## config.mk

```make
export PLATFORM = sky130hd
export DESIGN_NAME = pmdi_phy_flat
export DESIGN_NICKNAME = d
export VERILOG_FILES = /design/src/rtl/pmdi_pkg.sv /design/src/rtl/pmdi_if.sv /design/src/rtl/pmdi_phy.sv /design/src/flat_wrapper.sv
export SDC_FILE = /design/constraint.sdc
export NUM_CORES = 1
export LEC_CHECK = 0
export BUFFER_PORTS_ARGS = -buffer_cell sky130_fd_sc_hd__buf_2
export CAP_MARGIN = 15
export CELL_PAD_IN_SITES_DETAIL_PLACEMENT = 0
export CELL_PAD_IN_SITES_GLOBAL_PLACEMENT = 2
export CORE_MARGIN = 4
export CORE_UTILIZATION = 33
export CTS_CLUSTER_DIAMETER = 80
export CTS_CLUSTER_SIZE = 16
export DETAILED_ROUTE_END_ITERATION = 10
export GPL_ROUTABILITY_DRIVEN = 0
export PLACE_DENSITY_LB_ADDON = 0.1
export SKIP_CTS_REPAIR_TIMING = 1
export SYNTH_ARGS = -nofsm -noshare
export SYNTH_HDL_FRONTEND = slang
export SYNTH_SLANG_ARGS = --single-unit
```

## constraint.sdc

```tcl
create_clock -name sys_clk -period 2.5 [get_ports sys_clk]
set_clock_uncertainty 0.2 [all_clocks]
set_input_delay 0.125 -clock sys_clk [delete_from_list [all_inputs] [get_ports sys_clk]]
set_output_delay 0.125 -clock sys_clk [all_outputs]
set_load 0.02 [all_outputs]
```

## src/rtl/pmdi_pkg.sv

```systemverilog
/*
  Shared constants and types for the PHY-side MAC data interface.
  Assumes a single 100 MHz system clock drives both ends.
*/
package pmdi_pkg;
  // Interface modes; fixed at reset by configuration.
  typedef enum logic [1:0] {
    PMDI_MODE_MII,
    PMDI_MODE_RMII,
    PMDI_MODE_SNI
  } pmdi_mode_e;

  localparam int SYS_CLK_MHZ = 100;
  localparam int REF_CLK_MHZ = 25;
  localparam int RMII_CLK_MHZ = 50;
  localparam int SNI_CLK_MHZ = 10;
  localparam int MII_CLK_100_KHZ = 25000;
  localparam int MII_CLK_10_KHZ = 2500;
  // Prescale step of the 10 Mb/s MII divider, in sys_clk cycles.
  localparam int MII_PRE_DIV = 10;
  // Cycles of sys_clk per link clock period.
  localparam int MII_DIV_100 = SYS_CLK_MHZ * 1000 / MII_CLK_100_KHZ;
  localparam int MII_DIV_10 = SYS_CLK_MHZ * 1000 / MII_CLK_10_KHZ;
  localparam int RMII_DIV = SYS_CLK_MHZ / RMII_CLK_MHZ;
  localparam int SNI_DIV = SYS_CLK_MHZ / SNI_CLK_MHZ;
  localparam int DIV_W = 6;
endpackage

```

## src/rtl/pmdi_if.sv

```systemverilog
/*
  Interface joining the PHY end and the MAC end of the data interface.
  Assumes both ends run on the same sys_clk; link clocks are enable pulses.
*/
`timescale 1ns/1ps
interface pmdi_if;
  logic tx_clk;
  logic rx_clk;
  logic ref_stb;
  logic tx_en;
  logic [3:0] txd;
  logic rx_dv;
  logic rx_er;
  logic crs_dv;
  logic [3:0] rxd;

  modport phy (
    output tx_clk, rx_clk, ref_stb, rx_dv, rx_er, crs_dv, rxd,
    input tx_en, txd
  );
  modport mac (
    input tx_clk, rx_clk, ref_stb, rx_dv, rx_er, crs_dv, rxd,
    output tx_en, txd
  );
endinterface

```

## src/rtl/pmdi_phy.sv

```systemverilog
/*
  PHY end of the MAC data interface: clock generation, transmit sampling,
  receive valid, error and carrier signalling for MII, RMII and SNI modes.
  Every link clock is a one-cycle strobe of sys_clk from one shared
  divider: four cycles per strobe for MII at 100 Mb/s, forty for MII at
  10 Mb/s, two for RMII and ten for SNI.
  The transmit pins are taken on the strobe cycle and show on tx_valid and
  tx_data one cycle later; receive indications change on the cycle after
  a strobe and stand until the next one.
  Assumes a line-side receive stream (valid, data, symbol error, false
  carrier) already on sys_clk, and a mode strap that is stable around
  reset, so neither passes a synchroniser here.
  Assumes the MAC end is set to the same mode and uses the same strobes.
*/
// Behaviour
// - MII transmit clock 25 or 2.5 MHz
// - RMII times everything from 50 MHz reference
// - SNI drives 10 MHz transmit clock
// - MAC holds transmit enable with valid data
// - MII samples nibbles on transmit clock
// - RMII samples two bits on reference
// - SNI samples one bit only
// - MII receive clock 25 or 2.5 MHz
// - SNI receive clock 10 MHz
// - MII receive valid marks valid nibbles
// - RMII also drives receive valid
// - SNI leaves valid and error unused
// - MII 100 Mb/s flags invalid symbols
// - RMII flags invalid symbol during carrier; here the PHY flags it at 100 Mb/s only
// - RMII flags false carrier too
// - RMII corrupts data on receive error
// - System supplies 50 MHz reference clock; here the PHY makes ref_stb from its sys_clk divider
// - SNI frames receive bit with carrier
`timescale 1ns/1ps
module pmdi_phy
  import pmdi_pkg::*;
(
  input wire logic sys_clk,
  input wire logic rst_n,
  input wire pmdi_mode_e mode_strap,
  input wire logic speed_100,
  input wire logic line_valid,
  input wire logic [3:0] line_data,
  input wire logic line_sym_err,
  input wire logic line_false_carrier,
  output logic tx_valid,
  output logic [3:0] tx_data,
  pmdi_if.phy link
);
  pmdi_mode_e mode_ff, nxt_mode;
  logic strap_done_ff, nxt_strap_done;
  logic [DIV_W-1:0] div_ff, nxt_div;
  logic tick;
  logic [DIV_W-1:0] div_max;
  logic [3:0] tx_data_ff, nxt_tx_data;
  logic tx_valid_ff, nxt_tx_valid;
  logic rx_dv_ff, nxt_rx_dv;
  logic rx_er_ff, nxt_rx_er;
  logic crs_dv_ff, nxt_crs_dv;
  logic [3:0] rxd_ff, nxt_rxd;

  // Divider period per mode and speed; one tick marks each link clock edge.
  function automatic logic [DIV_W-1:0] period(pmdi_mode_e m, logic fast);
    logic [DIV_W-1:0] p;
    p = DIV_W'(SNI_DIV);
    unique case (m)
      PMDI_MODE_MII: p = fast ? DIV_W'(MII_DIV_100) : DIV_W'(MII_DIV_10 / MII_PRE_DIV);
      PMDI_MODE_RMII: p = DIV_W'(RMII_DIV);
      PMDI_MODE_SNI: p = DIV_W'(SNI_DIV);
    endcase
    return p;
  endfunction

  // The 10 Mb/s MII rate needs a count of 40, held here as 4 tick groups
  // of ten so the divider stays narrow; a prescaler supplies the groups.
  logic [3:0] pre_ff, nxt_pre;
  logic pre_tick;
  // Last prescaler count; the prescaler only advances in MII at 10 Mb/s.
  localparam logic [3:0] PRE_LAST = 4'(MII_PRE_DIV - 1);

  // Mode is caught once after reset release, so a moving strap is ignored.
  always_comb begin
    nxt_mode = mode_ff;
    nxt_strap_done = 1'b1;
    if (!strap_done_ff) begin
      nxt_mode = mode_strap;
    end
  end

  // Link clock divider: 25/2.5 MHz for MII, 50 MHz for RMII, 10 MHz for SNI.
  // Limitation: speed_100 is read live, so the first strobe period after a
  // change of speed may be short; the MAC should only change speed while
  // the link is idle.
  always_comb begin
    div_max = period(mode_ff, speed_100) - DIV_W'(1);
    pre_tick = (mode_ff != PMDI_MODE_MII) || speed_100 || (pre_ff == PRE_LAST);
    nxt_pre = pre_tick ? 4'd0 : pre_ff + 4'd1;
    nxt_div = div_ff;
    tick = 1'b0;
    if (pre_tick) begin
      if (div_ff == div_max) begin
        nxt_div = '0;
        tick = 1'b1;
      end else begin
        nxt_div = div_ff + DIV_W'(1);
      end
    end
  end

  // Transmit sampling on the link clock tick; unused data lines are masked.
  // Masking keeps spare pins that a MAC leaves floating out of the sampled
  // word, at the cost of never seeing them for diagnostics.
  always_comb begin
    nxt_tx_data = tx_data_ff;
    nxt_tx_valid = tx_valid_ff;
    if (tick) begin
      nxt_tx_valid = link.tx_en;
      unique case (mode_ff)
        PMDI_MODE_MII: nxt_tx_data = link.txd;
        PMDI_MODE_RMII: nxt_tx_data = {2'b00, link.txd[1:0]};
        PMDI_MODE_SNI: nxt_tx_data = {3'b000, link.txd[0]};
      endcase
    end
  end

  // Receive indications, updated on the same link clock tick.
  always_comb begin
    nxt_rx_dv = rx_dv_ff;
    nxt_rx_er = rx_er_ff;
    nxt_crs_dv = crs_dv_ff;
    nxt_rxd = rxd_ff;
    if (tick) begin
      unique case (mode_ff)
        PMDI_MODE_MII: begin
          nxt_rx_dv = line_valid;
          nxt_rx_er = speed_100 && line_valid && line_sym_err;
          nxt_crs_dv = line_valid;
          // Data is zeroed outside a frame so that idle line noise never
          // reaches the MAC as a plausible nibble.
          nxt_rxd = line_valid ? line_data : 4'd0;
        end
        PMDI_MODE_RMII: begin
          nxt_rx_dv = line_valid;
          // The combined carrier and valid pin also rises on a false carrier.
          nxt_crs_dv = line_valid || line_false_carrier;
          nxt_rx_er = (speed_100 && line_valid && line_sym_err)
                      || line_false_carrier;
          // Corrupted dibit lets a MAC that ignores the error flag still
          // fail its checksum.
          nxt_rxd = (line_sym_err || line_false_carrier) ? 4'b0010
                    : {2'b00, line_data[1:0]};
        end
        PMDI_MODE_SNI: begin
          // Valid and error are held low rather than frozen, so a port set
          // to serial mode never shows a stale error from an earlier frame.
          nxt_rx_dv = 1'b0;
          nxt_rx_er = 1'b0;
          nxt_crs_dv = line_valid;
          nxt_rxd = {3'b000, line_valid & line_data[0]};
        end
      endcase
    end
  end

  // State registers. The reset branch loads constants only; the strap is
  // caught on the first edge after release instead.
  always_ff @(posedge sys_clk or negedge rst_n) begin
    if (!rst_n) begin
      mode_ff <= PMDI_MODE_MII;
      strap_done_ff <= 1'b0;
      div_ff <= '0;
      pre_ff <= 4'd0;
      tx_data_ff <= 4'd0;
      tx_valid_ff <= 1'b0;
      rx_dv_ff <= 1'b0;
      rx_er_ff <= 1'b0;
      crs_dv_ff <= 1'b0;
      rxd_ff <= 4'd0;
    end else begin
      mode_ff <= nxt_mode;
      strap_done_ff <= nxt_strap_done;
      div_ff <= nxt_div;
      pre_ff <= nxt_pre;
      tx_data_ff <= nxt_tx_data;
      tx_valid_ff <= nxt_tx_valid;
      rx_dv_ff <= nxt_rx_dv;
      rx_er_ff <= nxt_rx_er;
      crs_dv_ff <= nxt_crs_dv;
      rxd_ff <= nxt_rxd;
    end
  end

  // Clock strobes: MII and SNI use tx/rx clocks, RMII only the reference.
  // They are combinational from the divider so that both ends see the tick
  // in the same cycle; a registered copy would put the MAC a cycle late.
  assign link.tx_clk = tick && (mode_ff != PMDI_MODE_RMII);
  assign link.rx_clk = tick && (mode_ff != PMDI_MODE_RMII);
  assign link.ref_stb = tick && (mode_ff == PMDI_MODE_RMII);
  assign link.rx_dv = rx_dv_ff;
  assign link.rx_er = rx_er_ff;
  assign link.crs_dv = crs_dv_ff;
  assign link.rxd = rxd_ff;
  assign tx_valid = tx_valid_ff;
  assign tx_data = tx_data_ff;
endmodule

```

## src/flat_wrapper.sv

```systemverilog
// flat-port wrapper written by rule: the top's interface ports become plain ports
module pmdi_phy_flat import pmdi_pkg::*;
  (sys_clk, rst_n, mode_strap, speed_100, line_valid, line_data, line_sym_err, line_false_carrier, tx_valid, tx_data, link_tx_clk, link_rx_clk, link_ref_stb, link_rx_dv, link_rx_er, link_crs_dv, link_rxd, link_tx_en, link_txd);
  pmdi_if link_i ();
  input wire logic sys_clk;
  input wire logic rst_n;
  input wire pmdi_mode_e mode_strap;
  input wire logic speed_100;
  input wire logic line_valid;
  input wire logic [3:0] line_data;
  input wire logic line_sym_err;
  input wire logic line_false_carrier;
  output logic tx_valid;
  output logic [3:0] tx_data;
  output wire logic [$bits(link_i.tx_clk)-1:0] link_tx_clk;
  output wire logic [$bits(link_i.rx_clk)-1:0] link_rx_clk;
  output wire logic [$bits(link_i.ref_stb)-1:0] link_ref_stb;
  output wire logic [$bits(link_i.rx_dv)-1:0] link_rx_dv;
  output wire logic [$bits(link_i.rx_er)-1:0] link_rx_er;
  output wire logic [$bits(link_i.crs_dv)-1:0] link_crs_dv;
  output wire logic [$bits(link_i.rxd)-1:0] link_rxd;
  input wire logic [$bits(link_i.tx_en)-1:0] link_tx_en;
  input wire logic [$bits(link_i.txd)-1:0] link_txd;
  assign link_tx_clk = link_i.tx_clk;
  assign link_rx_clk = link_i.rx_clk;
  assign link_ref_stb = link_i.ref_stb;
  assign link_rx_dv = link_i.rx_dv;
  assign link_rx_er = link_i.rx_er;
  assign link_crs_dv = link_i.crs_dv;
  assign link_rxd = link_i.rxd;
  assign link_i.tx_en = link_tx_en;
  assign link_i.txd = link_txd;
  pmdi_phy u_core (.sys_clk(sys_clk), .rst_n(rst_n), .mode_strap(mode_strap), .speed_100(speed_100), .line_valid(line_valid), .line_data(line_data), .line_sym_err(line_sym_err), .line_false_carrier(line_false_carrier), .tx_valid(tx_valid), .tx_data(tx_data), .link(link_i));
endmodule
```

* Yosys cells after proc, flatten, opt, wreduce, memory -nomap -nowiden *
Cells that the tools add are included.

word-level totals
  register bits after elaboration = 25
  input port bits = 17

operators by class
  bitwise logic cells = 1
  add/subtract/negate cells = 3
  multiplexer cells = 12
  reduce and logical (&&, ||, !) cells = 13
  equality and inequality tests = 5

operator list
  cell                                              count
  one-hot mux 4 bit (3 select lines)                2
  one-hot mux 6 bit (3 select lines)                1
  2-to-1 mux 4 bit                                  2
  adder 6 x 1 -> 6 bit, second input constant       1
  == test 6 bit                                     1
  2-to-1 mux 6 bit                                  1
  subtractor 6 x 1 -> 6 bit, second input constant  1
  logical OR 1 bit                                  5
  adder 4 x 1 -> 4 bit, second input constant       1
  == test 4 bit, second input constant              1
  logical AND 1 bit                                 4
  one-hot mux 1 bit (2 select lines)                2
  OR reduction 2 bit                                2
  one-hot mux 1 bit (3 select lines)                1
  == test 2 x 1 -> 1 bit, second input constant     1
  == test 2 bit, second input constant              1
  zero test 2 bit                                   1
  2-to-1 mux 1 bit                                  2
  2-to-1 mux 2 bit                                  1
  != test 2 x 1 -> 1 bit, second input constant     1
  nonzero test 2 bit                                1
  bitwise AND 1 bit                                 1

* Depth between registers and ports, before layout *
Gate-level depths: netlist of the first run.

  depth after elaboration = 7
  gate-level depth with buffers = 8

* Least setup slack after synthesis of the first run *
OpenSTA, ideal clock, no wires.

  path kind = register to output
  start point = register u_core.mode_ff[0]
  end point = output link_tx_clk
  buffers on the path = 3
  slack = 110 ps
  cell stages (with the launch flop) = 9
  data arrival time = 2065 ps
  required time = 2175 ps
  cell sequence = dfrtp_1 -> inv_1 -> ha_1 -> buf_2 -> xor2_1 -> o2111ai_4 -> buf_6 -> nor2_1 -> buf_4

on the way
  word-level cells in the longest chain between the ends = 7
  elaborated cells on any way between the ends = 13

ends and longest elaborated chain
  what                                         RTL line            source
  from (decl)                                  pmdi_phy.sv:50      pmdi_mode_e mode_ff, nxt_mode;
  from (signal assigned)                       pmdi_phy.sv:180     mode_ff <= nxt_mode;
  == test 2 bit, or another cell as far along  pmdi_phy.sv:66      unique case (m)
  one-hot mux 6 bit (3 select lines)           pmdi_phy.sv:66
  subtractor 6 x 1 -> 6 bit                    pmdi_phy.sv:95      div_max = period(mode_ff, speed_100) - DIV_W'(1);
  == test 6 bit                                pmdi_phy.sv:101     if (div_ff == div_max) begin
  2-to-1 mux 1 bit                             pmdi_phy.sv:101
  2-to-1 mux 1 bit                             pmdi_phy.sv:100     if (pre_tick) begin
  logical AND 1 bit *                          --
  to (decl)                                    flat_wrapper.sv:15  output wire logic [$bits(link_i.tx_clk)-1:0] link_tx_clk;

Every way passes the cells marked *; elsewhere a longest branch is shown, timed or not. The select of a mux whose other input is x is not followed.

* Worst setup path in the final report of the first run *
  start point = register u_core.mode_ff[0]
  end point = output link_tx_clk

on the way
  word-level cells in the longest chain between the ends = 7
  elaborated cells on any way between the ends = 13

ends and longest elaborated chain
  what                                         RTL line         source
  == test 2 bit, or another cell as far along  pmdi_phy.sv:66
  one-hot mux 6 bit (3 select lines)           pmdi_phy.sv:66
  subtractor 6 x 1 -> 6 bit                    pmdi_phy.sv:95
  == test 6 bit                                pmdi_phy.sv:101
  2-to-1 mux 1 bit                             pmdi_phy.sv:101
  2-to-1 mux 1 bit                             pmdi_phy.sv:100
  logical AND 1 bit *                          pmdi_phy.sv:196  assign link.tx_clk = tick && (mode_ff != PMDI_MODE_RMII);

Marked as above.

==> results of run 1 <==
[power by group]
part / internal [mW] / leakage [nW] / switching, mW / total [mW]
logic: 0.322 / 0.503 / 0.353 / 0.675
registers: 0.541 / 0.315 / 0.150 / 0.691
clock network: 0.114 / 0.0228 / 0.129 / 0.243
[cell families after synthesis]
kind of cell,count (synthesis)
AND/OR/NAND/NOR,40
AO/OA/AOI/OAI,27
flip-flops,25
buffers and inverters,13
adder cells (fa/ha/maj),6
XOR/XNOR,6
multiplexers,6
other,1
[layer usage]
| layer | part of all wire, % | vias to the layer above | GRT usage, % | wire [µm] |
|---|---|---|---|---|
| met5 | 0 | - | 0 | 0 |
| met4 | 1.3 | 0 | 4.384 | 38 |
| met3 | 5.7 | 4 | 2.632 | 160 |
| met2 | 49 | 27 | 17.96 | 1372 |
| met1 | 44 | 492 | 14.17 | 1246 |
| li1 | - | 528 | - | - |
[cell usage in the layout (no fill, tap or decap), types with 2 or more instances in the layout]
cell type,count
a31oi_1,3
o21ai_0,3
xnor2_1,2
dfrtp_1,25
a21oi_1,4
xor2_1,3
mux2_4,2
clkbuf_8,3
ha_1,6
nor2_1,11
inv_1,6
o21ai_2,8
nand4_1,3
nand3_1,2
dlygate4sd3_1,14
mux2_2,4
nand2_1,17
buf_4,7
a32o_1,2
buf_2,31
[area by class of cell]
type,instances,share of cell area [%]
tap,48,3.441
sequential,25,35.84
multi-input combinational,86,36.92
timing repair buffer,52,19.93
inverter,6,1.290
clock buffer,4,2.581
[metrics by stage]
step	total power, mW	setup WS (ns)	std cells	hold slack, ns	cell area [µm²]
after floorplan	1.184	0.1103	124	-0.3706	1349
after global placement	1.352	0.3744	199	-0.04553	1530
after detailed placement	1.357	0.3251	199	-0.04001	1530
after CTS	1.605	0.05726	203	-0.3436	1575
after global routing	1.725	0.09884	221	0.02168	1745
final	1.609	0.2562	221	-0.001356	1745
[path summary, 6_finish.rpt]
check,startpoint,endpoint,slack (ns),depth (start not counted)
max,u_core.mode_ff[0],link_tx_clk,0.26,6
min in group asynchronous,rst_n,u_core.tx_data[3],0.17,2
min,line_sym_err,u_core.link.rxd[0],-0.001,4
max in group asynchronous,rst_n,u_core.mode_ff[0],1.56,2
max reg2reg,u_core.mode_ff[0],u_core.link.rxd[3],0.34,8
min reg2reg,u_core.link.rxd[1],u_core.link.rxd[1],0.28,2
[flip-flops by register name (all words and copies together) (netlist names)]
register              count
u_core.pre_ff             4
u_core.div_ff             6
u_core.strap_done_ff      1
u_core.tx_data            4
u_core.link.rx_dv         1
u_core.link.crs_dv        1
u_core.mode_ff            2
u_core.link.rx_er         1
u_core.link.rxd           4
u_core.tx_valid           1
[worst min-delay path, delay by kind of cell]
kind	cells	cell delay, ns
compound gates	2	0.13
buf+inv	1	0.10
simple gates	1	0.08
==> impl_metrics.json, run 1 <==
{
  "status": "finished, violations left",
  "violations": "negative hold slack",
  "clkTransAtPathRegs_ns": 0.09,
  "totalWireLength_mm": 2.818,
  "hold_class": "input port to flip-flop",
  "arrival_ns": 1.92,
  "p_leak_nw": 0.8415,
  "ys_seq_area_share_pct": 46.38,
  "die_area_um2": 5174,
  "finalSetupViolCount": 0,
  "track_usage_pct": 11.05,
  "cp_max_fo": 7,
  "grt_max_degree": 26,
  "io_buffers": 31,
  "grt_overflow": 0,
  "synth_top_family_by_area": "compound AO/OA/AOI/OAI gates",
  "timing.critical_path.slowest_cell_delay_ns": 0.37,
  "chipHeight_um": 71.93,
  "ys.flop_type": "dfrtp_1",
  "synth_compound_area_share_pct": 16.42,
  "yosys.area.top_type_share_pct": 46.38,
  "finalCritPeriodShare_pct": 89.75,
  "drt_iter0_drc": 30,
  "syn_to_final_growth_pct": 29.41,
  "drtAntennaViolNets": 0,
  "clock_latency_ns": 0.27,
  "die_w_um": 71.93,
  "viasPerCell": 4.756,
  "yosys.area_share.adder_pct": 5.566,
  "cap_violations": 0,
  "fin_tns_setup_ns": 0,
  "avgSynthCellArea_um2": 10.88,
  "yosysTopAreaCell": "dfrtp_1",
  "synthMuxAreaShare_pct": 5.566,
  "hold_violations": 1,
  "antenna_found_initial": 0,
  "fill_cells": 368,
  "cp.required_ns": 2.17,
  "start_util_pct": 35.51,
  "fin_util_pct": 45.95,
  "crit_slowest_cell": "dfrtp_1",
  "core_um2": 3799,
  "grt_pass1_wl_mm": 4.505,
  "yosys-top-cells-count": "dfrtp_1, nand2_1, nor2_1, o21ai_2",
  "htree_levels": 1,
  "worst_pin_slew_ns": 0.5526,
  "synth_nets": 147,
  "async_flop_share_pct": 100.0,
  "num_vias": 1051,
  "grt_setup_unrepaired": "false",
  "worstSetupEndpointType": "output pin",
  "irDropWorstVdd_mv": 0.3080,
  "min_period_ns": 2.244,
  "whs_ns": -0.001356,
  "row_count": 22,
  "syn-instance-count": 124,
  "pwr_density_cell_nw_per_um2": 921.6,
  "drive_gt1_share_pct": 35.84,
  "wire_per_inst_um": 12.75,
  "netlist_area_um2": 1349,
  "dp_hpwl_mm": 2.039,
  "synth_simple_gate_area_share_pct": 14.66,
  "diodes": 0,
  "crit_family": "flip-flops",
  "synth_xor_area_share_pct": 5.288,
  "synth_area_leaders": "dfrtp_1, ha_1, o21ai_2",
  "ys_ff_latch": 25,
  "root_buffer": "clkbuf_8",
  "post_synth_num_cell_types": 35,
  "cp_num_buf_inv": 2,
  "firstDrtPassIters": 4,
  "multiInputGateArea_um2": 644.4,
  "numCtsBuffers": 3,
  "cts.sinks": 25,
  "drc": 0,
  "synth-edff-count": 0,
  "grt_pass1_vias": 987,
  "ys_warn_count": 0,
  "criticalPathCategory": "flip-flop to output pin",
  "cts_max_path_buffers": 2,
  "pin_count": 32,
  "maxSlewHeadroom_pct": 63.16,
  "cts_tree": "done",
  "path_cells": "inv_1 -> ha_1 -> xor2_1 -> o2111ai_4 -> nor2_1 -> buf_2",
  "final_nets": 197,
  "slew_viol_final": 0,
  "yosys.cell_count.top_type": "dfrtp_1",
  "seq_area_um2": 625.6,
  "max_freq_ghz": 0.4457,
  "startpoint_type": "flip-flop"
}
Note: power is estimated with default switching activity, not from simulation.
==> inputs of run 2 (changes only) <==
--- a/config.mk
+++ b/config.mk
@@ -5,18 +5,18 @@
 export SDC_FILE = /design/constraint.sdc
 export NUM_CORES = 1
 export LEC_CHECK = 0
+export ABC_AREA = 1
 export BUFFER_PORTS_ARGS = -buffer_cell sky130_fd_sc_hd__buf_2
 export CAP_MARGIN = 15
 export CELL_PAD_IN_SITES_DETAIL_PLACEMENT = 0
 export CELL_PAD_IN_SITES_GLOBAL_PLACEMENT = 2
 export CORE_MARGIN = 4
-export CORE_UTILIZATION = 33
+export CORE_UTILIZATION = 30
 export CTS_CLUSTER_DIAMETER = 80
 export CTS_CLUSTER_SIZE = 16
 export DETAILED_ROUTE_END_ITERATION = 10
 export GPL_ROUTABILITY_DRIVEN = 0
 export PLACE_DENSITY_LB_ADDON = 0.1
-export SKIP_CTS_REPAIR_TIMING = 1
 export SYNTH_ARGS = -nofsm -noshare
 export SYNTH_HDL_FRONTEND = slang
 export SYNTH_SLANG_ARGS = --single-unit
==> impl_metrics.json, run 2 <==
{
  "irDropWorstVdd_mv": 0.2476,
  "timing.critical_path.slowest_cell_delay_ns": 0.39,
  "status": "completed",
  "yosys.cell_count.top_type": "nand2_1",
  "die_w_um": 76.59,
  "synth_nets": 195,
  "cts.sinks": 25,
  "grt_pass1_vias": 1340,
  "hold_path_end": "u_core.link.rxd[0]",
  "cp.required_ns": 2.17,
  "ys_seq_area_share_pct": 44.33,
  "finalCritPeriodShare_pct": 92.51,
  "drtAntennaViolNets": 0,
  "path_common_cell": "inv_1",
  "post_cts.repair.setup_buffers": 0,
  "min_period_ns": 2.313,
  "io_buffers": 31,
  "reg2reg_depth": 9,
  "worst_r2r_startpoint": "u_core.mode_ff[0]",
  "htree_levels": 1,
  "wire_per_inst_um": 12.33,
  "finalSetupViolCount": 0,
  "syn-instance-count": 172,
  "path_cells": "inv_1 -> ha_2 -> inv_1 -> nand2_1 -> nand2_2 -> nand3_4 -> nor2_2 -> buf_2",
  "core_um2": 4444,
  "netlist_area_um2": 1411,
  "firstDrtPassIters": 4,
  "largest_reg_flops": 6,
  "use_met1_pct": 15.45,
  "syn_to_final_growth_pct": 19.15,
  "worst_pin_slew_ns": 0.5682,
  "yosysTopAreaCell": "dfrtp_1",
  "grt_max_degree": 26,
  "maxSlewHeadroom_pct": 62.12,
  "antenna_found_initial": 0,
  "numCtsBuffers": 3,
  "grt_pass1_wl_mm": 5.940,
  "arrival_ns": 1.99,
  "cap_violations": 0,
  "pin_count": 32,
  "num_vias": 1159,
  "cp_max_fo": 14,
  "worstSetupEndpointType": "output pin",
  "hold_class": "input port to flip-flop",
  "totalWireLength_mm": 3.205,
  "final_cell_mix": "nand2_1, buf_2, dfrtp_1",
  "row_count": 24,
  "avgSynthCellArea_um2": 8.206,
  "finalWorstSetupSlack_ns": 0.1872,
  "place_area_um2": 1574,
  "startpoint_type": "flip-flop",
  "crit_slowest_cell": "dfrtp_1",
  "cts_max_path_buffers": 2,
  "root_buffer": "clkbuf_8",
  "hp-start": "line_data[0]",
  "synth_area_leaders": "dfrtp_1, nand2_1, ha_1",
  "clock_latency_ns": 0.26,
  "final_nets": 232,
  "track_usage_pct": 12.21,
  "criticalPathCategory": "flip-flop to output pin",
  "chipHeight_um": 76.59,
  "viasPerCell": 4.458,
  "start_util_pct": 31.76,
  "synth-edff-count": 0,
  "dpl_worst_slack_ns": 0.4048,
  "grt.busiest_layer": "met2",
  "hold_violations": 0,
  "yosys-top-cells-count": "nand2_1, dfrtp_1, inv_1, nor2_1, nand4_1",
  "dp_hpwl_mm": 2.522,
  "slew_viol_final": 0,
  "post_synth_num_cell_types": 24,
  "clkTransAtPathRegs_ns": 0.09,
  "ys_warn_count": 0,
  "met2_usage_pct": 21.27,
  "max_freq_ghz": 0.4324,
  "p_leak_nw": 0.9355,
  "cts_tree": "done",
  "r2r_end": "u_core.div_ff[5]",
  "yosys.area.top_type_share_pct": 44.33,
  "ys_ff_latch": 25,
  "layout_commonest_cell": "nand2_1",
  "diodes": 0,
  "regMostFlops": "u_core.div_ff",
  "hold_depth": 4,
  "grt_overflow": 0,
  "async_flop_share_pct": 100.0,
  "drive_gt1_share_pct": 22.12,
  "ys.flop_type": "dfrtp_1",
  "drt_iter0_drc": 29,
  "die_area_um2": 5866,
  "final_area_um2": 1682,
  "pwr_density_cell_nw_per_um2": 892.1,
  "drc": 0,
  "r2r_setup_slack_ns": 0.54,
  "gr-usage-met3_pct": 2.246
}
-- run 2: changes by cell type after synthesis, sizes merged, moves of 7 or more --
cell	previous run	this run
inv	6	20
nand2	18	55
nand3	2	9
nand4	3	10
nor2	11	23
o21ai	12	5
-- run 2: power breakdown --
group | internal (mW) | total [mW] | leakage, nW | switching (mW)
registers | 0.535 | 0.640 | 0.321 | 0.105
logic | 0.221 | 0.619 | 0.592 | 0.397
clock network | 0.114 | 0.241 | 0.0228 | 0.127
total | 0.871 | 1.50 | 0.935 | 0.629
-- run 2: worst max-delay path by stage --
stage	from	end	cells after the start	slack, ns
detailed placement	u_core.mode_ff[0]	link_tx_clk	8	0.40
global route	u_core.mode_ff[0]	link_rx_clk	8	-0.002
finish	u_core.mode_ff[0]	link_tx_clk	8	0.19
floorplan	u_core.mode_ff[0]	link_tx_clk	10	0.46
global placement	u_core.mode_ff[0]	link_tx_clk	8	0.48
CTS	u_core.mode_ff[0]	link_tx_clk	8	0.09
-- run 2: final cells by class --
cell class / instances / area, µm²
fillers: 485 / 2763
multi-input cells: 121 / 648.1
flip-flops and latches: 25 / 625.6
repair buffers: 38 / 222.7
inverters: 20 / 75.07
well taps: 52 / 65.06
clock buffers: 4 / 45.04
-- run 2: timing repair --
item | CTS | global route
endpoints found under the setup margin | 0 | 3
gates resized for setup | 0 | 1
hold endpoints to repair | 30 | 0
hold buffers | 6 | 0
-- run 2: cell families (layout without fill, tap and decap cells) --
group / after synthesis / after routing / synth area share, %
other: 1 / 1 / 0.2657
buffers and inverters: 26 / 62 / 9.929
adder cells (fa/ha/maj): 6 / 6 / 5.319
XOR/XNOR: 6 / 6 / 3.723
flip-flops: 25 / 25 / 44.33
AO/OA/AOI/OAI: 10 / 10 / 4.078
AND/OR/NAND/NOR: 98 / 98 / 32.36
-- run 2: through the flow --
| stage | cells | power, mW | TNS (ns) | util [%] | hold WS, ns |
|---|---|---|---|---|---|
| final | 260 | 1.500 | 0 | 37.84 | 0.006159 |
| after global routing | 260 | 1.637 | -0.003450 | 37.84 | 0.02626 |
| after CTS | 260 | 1.528 | 0 | 37.78 | 0.001790 |
| after detailed placement | 250 | 1.268 | 0 | 35.42 | -0.03645 |
| after global placement | 250 | 1.264 | 0 | 35.42 | -0.04582 |
| after floorplan | 172 | 1.109 | 0 | - | -0.3706 |
-- run 2: worst max-delay path: cells and delay by family (launching register included) --
kind	cells	cell delay [ns]
buffers and inverters	3	0.37
AND/OR/NAND/NOR	4	0.60
flip-flops	1	0.39
adder cells (fa/ha/maj)	1	0.35
-- run 2: per-layer routing --
| layer | routed length, µm | part of all wire [%] |
|---|---|---|
| met1 | 1533 | 48 |
| met2 | 1509 | 47 |
| met3 | 130 | 4.1 |
| met4 | 32 | 1.0 |
| met5 | 0 | 0 |
